## src/hdl/dbw_pkg.sv

```systemverilog
// package: register indices, field positions, cause codes and monitor carrier
package dbw_pkg;
  // register indices; byte address is four times the index
  localparam logic [7:0] IDX_TRIG_DATA = 8'h16;
  localparam logic [7:0] IDX_CAUSE = 8'h15;
  localparam logic [7:0] IDX_STOP_VEC = 8'h18;
  localparam logic [7:0] IDX_SCRATCH = 8'h20;
  localparam logic [7:0] IDX_IB_ADDR = 8'h30;
  localparam logic [7:0] IDX_IB_CTRL = 8'h40;
  localparam logic [7:0] IDX_DW_ADDR1 = 8'h50;
  localparam logic [7:0] IDX_DW_ADDR2 = 8'h60;
  localparam logic [7:0] IDX_DW_CTRL = 8'h70;
  localparam logic [7:0] IDX_RW_MASK = 8'h80;
  localparam logic [7:0] IDX_RW_VALUE = 8'h90;
  localparam logic [7:0] IDX_RW_CTRL = 8'h9C;
  // control field positions
  localparam int CTL_EN_BIT = 0;
  localparam int CTL_SENSE_BIT = 1;
  localparam int CTL_LOAD_BIT = 2;
  localparam int CTL_THR_LSB = 16;
  // writable bits of the control registers; the rest read as zero
  localparam logic [31:0] IB_CTRL_WMASK = 32'h00FF0003;
  localparam logic [31:0] DW_CTRL_WMASK = 32'h00FF0007;
  localparam logic [31:0] RW_CTRL_WMASK = 32'h00FF0003;
  localparam logic [31:0] STOP_WMASK = 32'h000000FF;
  localparam logic [31:0] WORD_RESET = 32'h00000000;
  // cause register layout
  localparam int CAUSE_NUM_LSB = 16;
  localparam int CAUSE_THR_LSB = 8;
  // cause codes
  localparam logic [2:0] CAUSE_NONE = 3'h0;
  localparam logic [2:0] CAUSE_IBREAK = 3'h3;
  localparam logic [2:0] CAUSE_DWATCH = 3'h4;
  localparam logic [2:0] CAUSE_RWATCH = 3'h5;
  // AHB-Lite codes
  localparam logic [1:0] HTRANS_NONSEQ = 2'h2;
  localparam logic [1:0] HTRANS_SEQ = 2'h3;
  localparam logic HRESP_OKAY = 1'b0;

  // what one thread does in one cycle, as seen by the watch logic
  typedef struct packed {
    logic [2:0] thread;       // issuing thread number
    logic pc_valid;           // an instruction issues at pc
    logic [31:0] pc;
    logic mem_valid;          // a memory operation issues
    logic mem_load;           // 1 load, 0 store
    logic [31:0] mem_addr;    // effective address
    logic res_valid;          // a resource operation issues
    logic [31:0] res_id;      // resource identifier
  } dbw_core_mon_type;

  // debug interrupt record handed to the debug-interrupt logic
  typedef struct packed {
    logic [2:0] cause;
    logic [1:0] num;
    logic [7:0] thread;
  } dbw_trig_type;
endpackage

```

## src/hdl/dbw_top.sv

```systemverilog
// debug breakpoint and watchpoint unit with AHB-Lite register slave
// How it works
// - data watch trigger loads trigger data register with effective address
// - resource watch trigger loads all 32 bits with resource identifier
// - 8-bit stop vector halts set threads whenever not in debug mode
// - eight scratch words shared between bus and tile configuration port
// - four instruction breakpoints with own address, fire on PC compare
// - instruction control bit 1 picks equal or not-equal compare
// - control bit 0 enables each breakpoint, resets to zero
// - bits 23:16 enable each thread per breakpoint, reset to zero
// - four data watchpoints with first and second address registers
// - data control bit 1 picks A and B, or A or B
// - data control bit 2 lets loads trigger, resets to zero
// - four resource watchpoints with mask and value registers
// - resource control bit 1 picks condition A or condition B
// - cause code 3 instruction, 4 data, 5 resource
// - record number of firing unit, lowest one wins
// - record 8-bit number of the thread that caused the interrupt
`timescale 1ns/100ps
module dbw_top
  import dbw_pkg::*;
(
  input wire logic mclk_i,                   // tile clock, 20 MHz
  input wire logic rst_n_i,                  // async reset, active low
  input wire logic hsel_i,                   // AHB slave select
  input wire logic [31:0] haddr_i,           // AHB address
  input wire logic [1:0] htrans_i,           // AHB transfer type
  input wire logic hwrite_i,                 // AHB write
  input wire logic [2:0] hsize_i,            // AHB size, word only
  input wire logic hready_i,                 // AHB bus ready
  input wire logic [31:0] hwdata_i,          // AHB write data
  output logic [31:0] hrdata_o,              // AHB read data
  output logic hreadyout_o,                  // AHB slave ready
  output logic hresp_o,                      // AHB response
  input wire logic cfg_we_i,                 // tile config scratch write
  input wire logic [2:0] cfg_idx_i,          // tile config scratch index
  input wire logic [31:0] cfg_wdata_i,       // tile config write data
  output logic [31:0] cfg_rdata_o,           // tile config read data
  input wire dbw_core_mon_type mon_i,        // monitored thread activity
  input wire logic debug_mode_i,             // processor is in debug mode
  output logic dbg_irq_o,                    // debug interrupt request pulse
  output dbw_trig_type trig_o,               // cause of last interrupt
  output logic [7:0] thread_stop_o           // threads held stopped
);

  // operating notes for whoever integrates this block:
  // - the bus slave never stalls; an address phase is taken at any edge
  //   with hsel, hready and a NONSEQ or SEQ transfer type
  // - read data is fetched in the address phase and held in a flop, so
  //   hrdata is stable for the whole data phase at no extra wait state
  // - a write lands at the edge that closes its data phase; a read that
  //   follows at once sees the masked write data through the forward path
  // - the forward path applies the same write masks as the registers,
  //   so reserved and read-only bits never leak back for one cycle
  // - the cause word at index 0x15 is read-only; writes to it are lost
  // - unmapped indices read as zero and ignore writes, without error
  // - a hit is seen in the cycle the monitor shows it and reported as a
  //   one-cycle pulse at the next edge, together with the cause record
  // - several hits in one cycle: instruction first, then data, then
  //   resource; inside one kind the lowest unit number is reported
  // - a hardware capture of the trigger data wins over software, since
  //   losing a trigger address would hide the event from the debugger
  // - debug mode both mutes every watch unit and frees the stop lines,
  //   so debug code itself never trips a breakpoint or gets held
  // - stop lines lag the stop vector by one cycle; the core must not
  //   issue for a stopped thread from the cycle it sees the line high
  // - the tile configuration port shares the scratch words; a bus write
  //   to the same cycle wins, the other writer must retry if it cares
  // - the thread number is three bits wide here and zero-extended into
  //   the eight-bit record field

  // register storage
  logic [31:0] scratch_ff [8];
  logic [31:0] ib_addr_ff [4];
  logic [31:0] ib_ctrl_ff [4];
  logic [31:0] dw_addr1_ff [4];
  logic [31:0] dw_addr2_ff [4];
  logic [31:0] dw_ctrl_ff [4];
  logic [31:0] rw_mask_ff [4];
  logic [31:0] rw_value_ff [4];
  logic [31:0] rw_ctrl_ff [4];
  logic [31:0] trig_data_ff;
  logic [7:0] stop_vec_ff;

  // bus pipeline state
  logic wr_pend_ff;
  logic [7:0] wr_idx_ff;
  logic [31:0] hrdata_ff;
  logic [31:0] nxt_rdata;
  logic [31:0] cfg_rdata_ff;
  logic hready_ff;
  logic hresp_ff;

  // trigger outputs
  logic dbg_irq_ff;
  dbw_trig_type trig_ff;
  logic [7:0] thread_stop_ff;

  // hit vectors
  logic [3:0] ib_hit;
  logic [3:0] dw_hit;
  logic [3:0] rw_hit;

  // lowest set bit wins when several units fire together
  function automatic logic [1:0] lowest(input logic [3:0] v);
    logic [1:0] r;
    r = 2'h0;
    if (v[0]) begin
      r = 2'h0;
    end else if (v[1]) begin
      r = 2'h1;
    end else if (v[2]) begin
      r = 2'h2;
    end else if (v[3]) begin
      r = 2'h3;
    end
    return r;
  endfunction

  // index falls in a group of four starting at base
  function automatic logic in_quad(input logic [7:0] idx, input logic [7:0] base);
    return idx[7:2] == base[7:2];
  endfunction

  // enable and thread gate common to every unit
  function automatic logic armed(input logic [31:0] ctl, input logic [2:0] thr);
    logic [7:0] thr_en;
    thr_en = ctl[CTL_THR_LSB +: 8];
    return ctl[CTL_EN_BIT] & thr_en[thr];
  endfunction

  // bits that a bus write really stores; the read forward must agree
  function automatic logic [31:0] wmask(input logic [7:0] idx);
    logic [31:0] m;
    m = WORD_RESET;
    if (idx == IDX_TRIG_DATA) begin
      m = '1;
    end else if (idx == IDX_STOP_VEC) begin
      m = STOP_WMASK;
    end else if (idx[7:3] == IDX_SCRATCH[7:3]) begin
      m = '1;
    end else if (in_quad(idx, IDX_IB_ADDR) || in_quad(idx, IDX_DW_ADDR1)) begin
      m = '1;
    end else if (in_quad(idx, IDX_DW_ADDR2) || in_quad(idx, IDX_RW_MASK)) begin
      m = '1;
    end else if (in_quad(idx, IDX_RW_VALUE)) begin
      m = '1;
    end else if (in_quad(idx, IDX_IB_CTRL)) begin
      m = IB_CTRL_WMASK;
    end else if (in_quad(idx, IDX_DW_CTRL)) begin
      m = DW_CTRL_WMASK;
    end else if (in_quad(idx, IDX_RW_CTRL)) begin
      m = RW_CTRL_WMASK;
    end
    return m;
  endfunction

  // address phase accepted on a selected word transfer
  logic addr_ok;
  logic [7:0] a_idx;
  assign addr_ok = hsel_i & hready_i & (htrans_i == HTRANS_NONSEQ || htrans_i == HTRANS_SEQ);
  assign a_idx = haddr_i[9:2];

  // watch comparisons; nothing fires while the processor is in debug mode
  always_comb begin
    for (int i = 0; i < 4; i++) begin
      logic pc_eq;
      logic cond_a;
      logic cond_b;
      logic res_a;
      pc_eq = mon_i.pc == ib_addr_ff[i];
      ib_hit[i] = ~debug_mode_i & mon_i.pc_valid & armed(ib_ctrl_ff[i], mon_i.thread)
                  & (ib_ctrl_ff[i][CTL_SENSE_BIT] ? ~pc_eq : pc_eq);
      cond_a = mon_i.mem_addr == dw_addr1_ff[i];
      cond_b = mon_i.mem_addr == dw_addr2_ff[i];
      dw_hit[i] = ~debug_mode_i & mon_i.mem_valid & armed(dw_ctrl_ff[i], mon_i.thread)
                  & (~mon_i.mem_load | dw_ctrl_ff[i][CTL_LOAD_BIT])
                  & (dw_ctrl_ff[i][CTL_SENSE_BIT] ? (cond_a | cond_b)
                                                  : (cond_a & cond_b));
      res_a = (mon_i.res_id & rw_mask_ff[i]) == (rw_value_ff[i] & rw_mask_ff[i]);
      rw_hit[i] = ~debug_mode_i & mon_i.res_valid & armed(rw_ctrl_ff[i], mon_i.thread)
                  & (rw_ctrl_ff[i][CTL_SENSE_BIT] ? ~res_a : res_a);
    end
  end

  // read mux for the address-phase index; the capture flop forwards a pending write
  always_comb begin
    nxt_rdata = WORD_RESET;
    if (a_idx == IDX_TRIG_DATA) begin
      nxt_rdata = trig_data_ff;
    end else if (a_idx == IDX_CAUSE) begin
      nxt_rdata = {14'h0000, trig_ff.num, trig_ff.thread, 5'h00, trig_ff.cause};
    end else if (a_idx == IDX_STOP_VEC) begin
      nxt_rdata = {24'h000000, stop_vec_ff};
    end else if (a_idx[7:3] == IDX_SCRATCH[7:3]) begin
      nxt_rdata = scratch_ff[a_idx[2:0]];
    end else if (in_quad(a_idx, IDX_IB_ADDR)) begin
      nxt_rdata = ib_addr_ff[a_idx[1:0]];
    end else if (in_quad(a_idx, IDX_IB_CTRL)) begin
      nxt_rdata = ib_ctrl_ff[a_idx[1:0]];
    end else if (in_quad(a_idx, IDX_DW_ADDR1)) begin
      nxt_rdata = dw_addr1_ff[a_idx[1:0]];
    end else if (in_quad(a_idx, IDX_DW_ADDR2)) begin
      nxt_rdata = dw_addr2_ff[a_idx[1:0]];
    end else if (in_quad(a_idx, IDX_DW_CTRL)) begin
      nxt_rdata = dw_ctrl_ff[a_idx[1:0]];
    end else if (in_quad(a_idx, IDX_RW_MASK)) begin
      nxt_rdata = rw_mask_ff[a_idx[1:0]];
    end else if (in_quad(a_idx, IDX_RW_VALUE)) begin
      nxt_rdata = rw_value_ff[a_idx[1:0]];
    end else if (in_quad(a_idx, IDX_RW_CTRL)) begin
      nxt_rdata = rw_ctrl_ff[a_idx[1:0]];
    end
  end

  // address phase capture; read data is fetched here so hrdata is a flop
  always_ff @(posedge mclk_i or negedge rst_n_i) begin
    if (!rst_n_i) begin
      wr_pend_ff <= 1'b0;
      wr_idx_ff <= 8'h00;
      hrdata_ff <= WORD_RESET;
    end else if (hready_i) begin
      wr_pend_ff <= addr_ok & hwrite_i;
      wr_idx_ff <= a_idx;
      // back-to-back write then read of the same word sees the new data
      if (wr_pend_ff && wr_idx_ff == a_idx) begin
        hrdata_ff <= hwdata_i & wmask(wr_idx_ff);
      end else begin
        hrdata_ff <= nxt_rdata;
      end
    end
  end

  // write strobes for the data phase
  logic wr_go;
  assign wr_go = wr_pend_ff;

  // scratch words: bus write wins over a same-cycle tile config write
  always_ff @(posedge mclk_i or negedge rst_n_i) begin
    if (!rst_n_i) begin
      for (int i = 0; i < 8; i++) begin
        scratch_ff[i] <= WORD_RESET;
      end
      cfg_rdata_ff <= WORD_RESET;
    end else begin
      if (wr_go && wr_idx_ff[7:3] == IDX_SCRATCH[7:3]) begin
        scratch_ff[wr_idx_ff[2:0]] <= hwdata_i;
      end else if (cfg_we_i) begin
        scratch_ff[cfg_idx_i] <= cfg_wdata_i;
      end
      cfg_rdata_ff <= scratch_ff[cfg_idx_i];
    end
  end

  // breakpoint and watchpoint address and control words
  always_ff @(posedge mclk_i or negedge rst_n_i) begin
    if (!rst_n_i) begin
      for (int i = 0; i < 4; i++) begin
        ib_addr_ff[i] <= WORD_RESET;
        ib_ctrl_ff[i] <= WORD_RESET;
        dw_addr1_ff[i] <= WORD_RESET;
        dw_addr2_ff[i] <= WORD_RESET;
        dw_ctrl_ff[i] <= WORD_RESET;
        rw_mask_ff[i] <= WORD_RESET;
        rw_value_ff[i] <= WORD_RESET;
        rw_ctrl_ff[i] <= WORD_RESET;
      end
    end else if (wr_go) begin
      if (in_quad(wr_idx_ff, IDX_IB_ADDR)) begin
        ib_addr_ff[wr_idx_ff[1:0]] <= hwdata_i;
      end
      if (in_quad(wr_idx_ff, IDX_IB_CTRL)) begin
        ib_ctrl_ff[wr_idx_ff[1:0]] <= hwdata_i & IB_CTRL_WMASK;
      end
      if (in_quad(wr_idx_ff, IDX_DW_ADDR1)) begin
        dw_addr1_ff[wr_idx_ff[1:0]] <= hwdata_i;
      end
      if (in_quad(wr_idx_ff, IDX_DW_ADDR2)) begin
        dw_addr2_ff[wr_idx_ff[1:0]] <= hwdata_i;
      end
      if (in_quad(wr_idx_ff, IDX_DW_CTRL)) begin
        dw_ctrl_ff[wr_idx_ff[1:0]] <= hwdata_i & DW_CTRL_WMASK;
      end
      if (in_quad(wr_idx_ff, IDX_RW_MASK)) begin
        rw_mask_ff[wr_idx_ff[1:0]] <= hwdata_i;
      end
      if (in_quad(wr_idx_ff, IDX_RW_VALUE)) begin
        rw_value_ff[wr_idx_ff[1:0]] <= hwdata_i;
      end
      if (in_quad(wr_idx_ff, IDX_RW_CTRL)) begin
        rw_ctrl_ff[wr_idx_ff[1:0]] <= hwdata_i & RW_CTRL_WMASK;
      end
    end
  end

  // stop vector and the stop lines it drives; debug mode releases them
  always_ff @(posedge mclk_i or negedge rst_n_i) begin
    if (!rst_n_i) begin
      stop_vec_ff <= 8'h00;
      thread_stop_ff <= 8'h00;
    end else begin
      if (wr_go && wr_idx_ff == IDX_STOP_VEC) begin
        stop_vec_ff <= hwdata_i[7:0];
      end
      thread_stop_ff <= debug_mode_i ? 8'h00 : stop_vec_ff;
    end
  end

  // trigger capture; instruction beats data beats resource in one cycle.
  // a hardware capture wins over a same-cycle software write
  always_ff @(posedge mclk_i or negedge rst_n_i) begin
    if (!rst_n_i) begin
      trig_data_ff <= WORD_RESET;
      dbg_irq_ff <= 1'b0;
      trig_ff <= '{cause: CAUSE_NONE, num: 2'h0, thread: 8'h00};
    end else begin
      dbg_irq_ff <= |{ib_hit, dw_hit, rw_hit};
      if (|ib_hit) begin
        trig_ff.cause <= CAUSE_IBREAK;
        trig_ff.num <= lowest(ib_hit);
        trig_ff.thread <= {5'h00, mon_i.thread};
      end else if (|dw_hit) begin
        trig_ff.cause <= CAUSE_DWATCH;
        trig_ff.num <= lowest(dw_hit);
        trig_ff.thread <= {5'h00, mon_i.thread};
        trig_data_ff <= mon_i.mem_addr;
      end else if (|rw_hit) begin
        trig_ff.cause <= CAUSE_RWATCH;
        trig_ff.num <= lowest(rw_hit);
        trig_ff.thread <= {5'h00, mon_i.thread};
        trig_data_ff <= mon_i.res_id;
      end else if (wr_go && wr_idx_ff == IDX_TRIG_DATA) begin
        trig_data_ff <= hwdata_i;
      end
    end
  end

  // slave never stalls and always answers okay, still driven from flops
  always_ff @(posedge mclk_i or negedge rst_n_i) begin
    if (!rst_n_i) begin
      hready_ff <= 1'b1;
      hresp_ff <= HRESP_OKAY;
    end else begin
      hready_ff <= 1'b1;
      hresp_ff <= HRESP_OKAY;
    end
  end

  // outputs straight from flops
  assign hrdata_o = hrdata_ff;
  assign hreadyout_o = hready_ff;
  assign hresp_o = hresp_ff;
  assign cfg_rdata_o = cfg_rdata_ff;
  assign dbg_irq_o = dbg_irq_ff;
  assign trig_o = trig_ff;
  assign thread_stop_o = thread_stop_ff;

endmodule // dbw_top

```

## config.mk

```make
export PLATFORM = sky130hd
export DESIGN_NAME = dbw_top
export DESIGN_NICKNAME = d
export VERILOG_FILES = /design/src/hdl/dbw_pkg.sv /design/src/hdl/dbw_top.sv
export SDC_FILE = /design/constraint.sdc
export NUM_CORES = 2
export LEC_CHECK = 0
export ABC_AREA = 0
export BUFFER_PORTS_ARGS = -buffer_cell sky130_fd_sc_hd__buf_4
export CAP_MARGIN = 25
export CORE_AREA = 2 2 425 427
export DETAILED_ROUTE_END_ITERATION = 12
export DIE_AREA = 0 0 427 429
export PLACE_DENSITY = 0.56
export SLEW_MARGIN = 20
export SYNTH_ARGS = -nofsm -noshare
export SYNTH_HDL_FRONTEND = slang
export SYNTH_SLANG_ARGS = --single-unit
```

## constraint.sdc

```tcl
create_clock -name mclk_i -period 3.4 [get_ports mclk_i]
set_clock_uncertainty 0.05 [all_clocks]
set_input_delay 0.17 -clock mclk_i [delete_from_list [all_inputs] [get_ports mclk_i]]
set_output_delay 0.17 -clock mclk_i [all_outputs]
set_load 0.1 [all_outputs]
```

=== Yosys cells after proc, flatten, opt, wreduce, memory -nomap -nowiden ===
Cells that the tools add are included.

* Multiplexer cells: 127
* Equal/unequal tests: 42
* Reductions and logical operators: 26
* $lt $le $gt $ge: 9
* Bitwise logic cells: 83

{| class="wikitable"
|+ Operators with widths
! operator !! count
|-
| 32-bit two-way mux || 47
|-
| 128-bit bitwise mux || 8
|-
| 32-bit binary-select mux with 2-bit select || 8
|-
| 256-bit bitwise mux || 2
|-
| 32-bit == test || 16
|-
| 256-bit two-way mux || 2
|-
| 32-bit AND || 9
|-
| 32-bit binary-select mux with 3-bit select || 2
|-
| 32-bit demux with 3-bit select || 2
|-
| 24-bit two-way mux || 3
|-
| 32-bit demux with 2-bit select || 1
|-
| 1-bit AND || 50
|-
| 6-bit by 5-bit == test with 1-bit output (second input constant) || 8
|-
| 8-bit by 5-bit == test with 1-bit output (second input constant) || 5
|-
| 13-bit two-way mux || 3
|-
| 1-bit binary-select mux with 3-bit select || 12
|-
| 6-bit == test (second input constant) || 6
|-
| 1-bit two-way mux || 24
|-
| 2-bit two-way mux || 12
|-
| 2-bit AND reduction || 9
|-
| 6-bit by 4-bit == test with 1-bit output (second input constant) || 2
|-
| 4-bit greater-or-equal comparator (second input constant) || 3
|-
| 3-bit inverter with 4-bit output || 3
|-
| 12-bit OR reduction || 1
|-
| 16 further kinds || 49
|}

* Input port bits: 214
* Logic and storage cells: 338
* Output and inout port bits: 88
* Bits in registers: 1415

=== Longest topological paths before layout ===
* Depth in word-level cells: 17
* Depth in mapped cells: 12
* Mapped depth without buffers: 9

=== Worst setup path before layout ===
Ideal clock, no wire load.

* Path type: register -> register
* From: reg rw_value_ff[125] (netlist bit)
* To: reg trig_ff (netlist bit trig_o[0])
* Data required time: 3.222 ns
* Setup slack: 0.797 ns
* Stages on the path, launching flop included: 10
* Arrival: 2.424 ns
* Library setup time: 0.128 ns
* Cells stage by stage: dfrtp_1 -> xor2_1 -> a22oi_1 -> nand4_1 -> nor4_4 -> mux2i_4 -> and4_1 -> buf_4 -> and3_4 -> mux2_1

* Word-level cells in the longest chain between the ends: 7

{| class="wikitable"
|+ RTL lines
! element !! RTL line !! text
|-
| start: declaration || dbw_top.sv:80 || <nowiki>logic [31:0] rw_value_ff [4];</nowiki>
|-
| start signal: indexed assignment || dbw_top.sv:288 || <nowiki>rw_value_ff[wr_idx_ff[1:0]] <= hwdata_i;</nowiki>
|-
| 32-bit AND * || dbw_top.sv:180 || <nowiki>res_a = (mon_i.res_id & rw_mask_ff[i]) == (rw_value_ff[i] & rw_mask_ff[i]);</nowiki>
|-
| 32-bit == test * || dbw_top.sv:180 ||
|-
| 1-bit inverter || dbw_top.sv:182 || <nowiki>& (rw_ctrl_ff[i][CTL_SENSE_BIT] ? ~res_a : res_a);</nowiki>
|-
| 1-bit two-way mux * || dbw_top.sv:182 ||
|-
| 1-bit AND * || dbw_top.sv:182 ||
|-
| 4-bit OR reduction * || dbw_top.sv:327 || <nowiki>end else if (|rw_hit) begin</nowiki>
|-
| 3-bit nonzero test (no source line) * || -- ||
|-
| end signal: assignment || dbw_top.sv:315 || <nowiki>trig_ff <= '{cause: CAUSE_NONE, num: 2'h0, thread: 8'h00};</nowiki>
|-
| end: declaration || dbw_top.sv:96 || <nowiki>dbw_trig_type trig_ff;</nowiki>
|}

Mark *: on every way between the ends. The rest lies on a longest branch, timed or not.
A chain may end at the register's enable or synchronous reset.

=== Final worst setup path ===
* From: reg dw_addr2_ff[124] (netlist bit)
* To: reg trig_data_ff[31]

* Word-level cells in the longest chain between the ends: 7

{| class="wikitable"
|+ RTL lines
! element !! RTL line !! text
|-
| start: declaration || dbw_top.sv:77 || <nowiki>logic [31:0] dw_addr2_ff [4];</nowiki>
|-
| start signal: indexed assignment || dbw_top.sv:279 || <nowiki>dw_addr2_ff[wr_idx_ff[1:0]] <= hwdata_i;</nowiki>
|-
| 32-bit == test * || dbw_top.sv:175 || <nowiki>cond_b = mon_i.mem_addr == dw_addr2_ff[i];</nowiki>
|-
| 1-bit AND or 1-bit bitwise OR (tied branches) || dbw_top.sv:179, dbw_top.sv:178 ||
|-
| 1-bit two-way mux * || dbw_top.sv:178 || <nowiki>& (dw_ctrl_ff[i][CTL_SENSE_BIT] ? (cond_a | cond_b)</nowiki>
|-
| 1-bit AND * || dbw_top.sv:178 ||
|-
| 4-bit OR reduction * || dbw_top.sv:322 || <nowiki>end else if (|dw_hit) begin</nowiki>
|-
| 3-bit nonzero test (no source line) || -- ||
|-
| 2-bit AND reduction (no source line) || -- ||
|-
| end signal: assignment || dbw_top.sv:326 || <nowiki>trig_data_ff <= mon_i.mem_addr;</nowiki>
|-
| end signal: assignment || dbw_top.sv:331 || <nowiki>trig_data_ff <= mon_i.res_id;</nowiki>
|-
| end signal: assignment || dbw_top.sv:333 || <nowiki>trig_data_ff <= hwdata_i;</nowiki>
|-
| end: declaration || dbw_top.sv:82 || <nowiki>logic [31:0] trig_data_ff;</nowiki>
|}

Marked as above.

==> metrics.txt <==
Peak VDD IR between 0.3 and 0.4 mV; relative slew slack roughly a quarter; Hold Path Class input port to register; top cell type's share of synthesized area between 40% and 50%; flop-to-flop setup slack approximately 0.011 ns; PD cells about 510 nW/um^2; P_leak 33.0 nW; multiplexer share of the synthesized area approximately 25%; largest family of logic cells by synthesized area multiplexers; P&R area growth vs syn 20.1%; Util after Layout around two fifths; Die W ~430 um; via count just under 50000; Worst-Margin Slew about 1.1 ns; Compound-Gate Fraction of Synth Area a little over a tenth; status finished, final reports clean; GRT overflow 0; Commonest cells post-synth dfrtp_1, a22oi_1, nand2_1; Worst Hold Launch mon_i[16]; global router's overall resource usage approximately 29%; vias in the first global route ~49000; Initial DRT Pass Iterations 6; Die Y between 400 and 500 um; Die ar. between 150000 and 200000 sq um; Most common cell on crit path o21ai_0; crit-path max FO 35; Adder-Cell Fraction of Synth Area 0%; post-detailed-route wirelength per cell roughly 33 um; drt first-iter violations 6433; reg-to-reg critical path endpoint trig_data_ff[31]$_DFFE_PN0P_; sequential element share of the synthesized area a little under half; EDFF count, synth 0; H-tree levels 4; final-report hold violation count 0; I/O pin cnt approximately 300; # port buffers ~270; Period Utilization, post-route ~100%; Clk Latency, worst-skew pair 0.81 ns; largest net degree at the start of global routing 113; Synth cell types 71; hpwl dp around 190000 um; clock tree buffer depth 3; CTS Buf Count 134; # placed instances 7621; async set-reset flop share out of synthesis 100%; final cell count without fillers ~8000; Power Total between 30 and 40 mW; Sink Count 1150; initial antenna violation count about 40; Slew Limit Fails 0; layout cells sized above 1 roughly 28%; routability cong. approximately 1; YS warnings 0; max_cap viols 0; Post-Synth XOR/XNOR Area approximately 7.3%; most common cell in the netlist dfrtp_1; Worst EP required between 4 and 5 ns; crit-path max cell delay 0.55 ns; CP endpoint kind register; Seq cells post-synth between 1000 and 1500; crit path cell chain xor2_1 > nor4_1 > nand4_1 > o21ai_0 > o2111ai_1 > and4_1 > buf_12 > o21ai_0 > buf_4 > o32ai_1; Synth area leader dfrtp_1; final worst setup slack 0.0110 ns; Setup Buffers After CTS 0; RSZ-0062 raised after global routing false; Routed Wire Length approximately 270000 um; Worst Hold Depth 5; final critical-path required period between 3 and 4 ns; drt drc 0; Initial Util between 30% and 40%; Max Clk Rate between 200 and 300 MHz; Core Area 178000 sq um; setup violators final 0; post-synthesis simple-gate area fraction between 6 and 7%; Via density 6.13; slowest cell on the critical path nor4_1; clock root cell clkbuf_16; Post-Syn Area 62100 sq um; hold endpoint trig_data_ff[16]$_DFFE_PN0P_; Post-Syn Instances 5170; reg-to-reg critical path startpoint dw_addr2_ff[124]$_DFFE_PN0P_; startpoint class of the critical path register; r2r worst-path depth 10; Mapped Avg Cell Area 12.0 sq um; first-pass GRT wire length 378000 um; NumNets Final between 5000 and 6000; pre-CTS setup slack -0.0800 ns; CTS clk-pin slew, worst paths about 0.060 ns; Synth Flop Type dfrtp_1; Row Count 155; top cells by area, synth dfrtp_1, mux4_2, mux2_1; CP arrival 4.03 ns; TritonCTS clock tree built; Detail Route Antenna Nets 0; critical path class register to register
-- worst max-delay path by stage --
stage / end / cells after the start / start / slack, ns
2_1_floorplan: trig_o[0]$_DFFE_PN0P_ / 9 / rw_value_ff[125]$_DFFE_PN0P_ / 0.80
6_report: trig_data_ff[31]$_DFFE_PN0P_ / 10 / dw_addr2_ff[124]$_DFFE_PN0P_ / 0.01
3_3_place_gp: hrdata_o[2]$_DFFE_PN0P_ / 11 / haddr_i[2] / -0.08
5_1_grt: trig_data_ff[31]$_DFFE_PN0P_ / 11 / dw_addr1_ff[36]$_DFFE_PN0P_ / 0.001
3_5_place_dp: hrdata_o[2]$_DFFE_PN0P_ / 11 / haddr_i[2] / -0.08
4_1_cts: trig_data_ff[31]$_DFFE_PN0P_ / 10 / dw_addr2_ff[124]$_DFFE_PN0P_ / 0.04
-- what timing repair did --
item	CTS	global route
hold buffers	151	0
gates resized for setup	2	4
setup endpoints to repair	1	19
endpoints found under the hold margin	1486	0
-- sequential cells by signal, summed over array words and instances (netlist names), 44 cells and up --
signal and cells:
dw_addr1_ff 128, dw_ctrl_ff 44, ib_addr_ff 128, dw_addr2_ff 128
scratch_ff 256, rw_mask_ff 128, rw_value_ff 128
-- worst max-delay path: cells and delay by family (launching register included) --
family / cells / cell delay [ns]
xor+xnor: 1 / 0.19
simple gates: 3 / 1.21
flops: 1 / 0.41
buf+inv: 2 / 0.36
compound gates: 4 / 1.02
-- cell families after synthesis --
family / Yosys count
AO/OA/AOI/OAI: 915
XOR/XNOR: 520
flip-flops: 1150
AND/OR/NAND/NOR: 872
multiplexers: 1120
buffers and inverters: 591
other: 2
-- final cells by class --
| cell class | instances | area, sq um |
|---|---|---|
| diodes | 17 | 42.5 |
| clock buffers | 198 | 3950 |
| clock inverters | 38 | 477 |
| fillers | 16800 | 104000 |
| inverters | 74 | 278 |
| multi-input cells | 3434 | 31300 |
| flip-flops and latches | 1150 | 28800 |
| well taps | 2355 | 2950 |
| repair buffers | 759 | 6790 |
-- routing by layer --
metal  part of all wire [%]  global-route usage [%]
met1                     40                    37.7
met2                     45                    43.1
met3                    9.0                    6.87
met4                    6.9                    16.8
met5                  0.048                       0
-- power by group --
group,leakage [nW],switching [mW],internal [mW]
clock,2.18,6.29,8.47
combinational,16.2,4.60,2.58
sequential,14.7,1.28,15.0
total,33.0,12.2,26.1
-- cell usage in the layout (no fill, tap or decap), drive strengths merged, types with 14 or more instances in the layout --
master / instances
a211oi: 33
a21oi: 59
a22oi: 517
a41oi: 32
buf: 609
clkbuf: 198
clkinv: 26
dfrtp: 1150
diode: 17
dlygate4sd3: 150
inv: 80
mux2: 813
mux2i: 28
mux4: 279
nand2: 455
nand2b: 16
nand3: 27
nand4: 99
nor2: 105
nor2b: 18
nor3: 14
nor4: 91
o21ai: 156
o32ai: 32
xnor2: 71
xor2: 449
-- through the flow --
step | cell area [sq um] | hold slack, ns | TNS (ns)
after floorplan | 62100 | -0.176 | 0
after global placement | 68500 | 0.174 | -0.154
after detailed placement | 68500 | 0.178 | -0.124
after CTS | 74400 | 0.00121 | 0
after global routing | 74500 | 0.0503 | 0
final | 74500 | 0.0351 | 0
No activity file was read; power rests on OpenSTA's default activity.
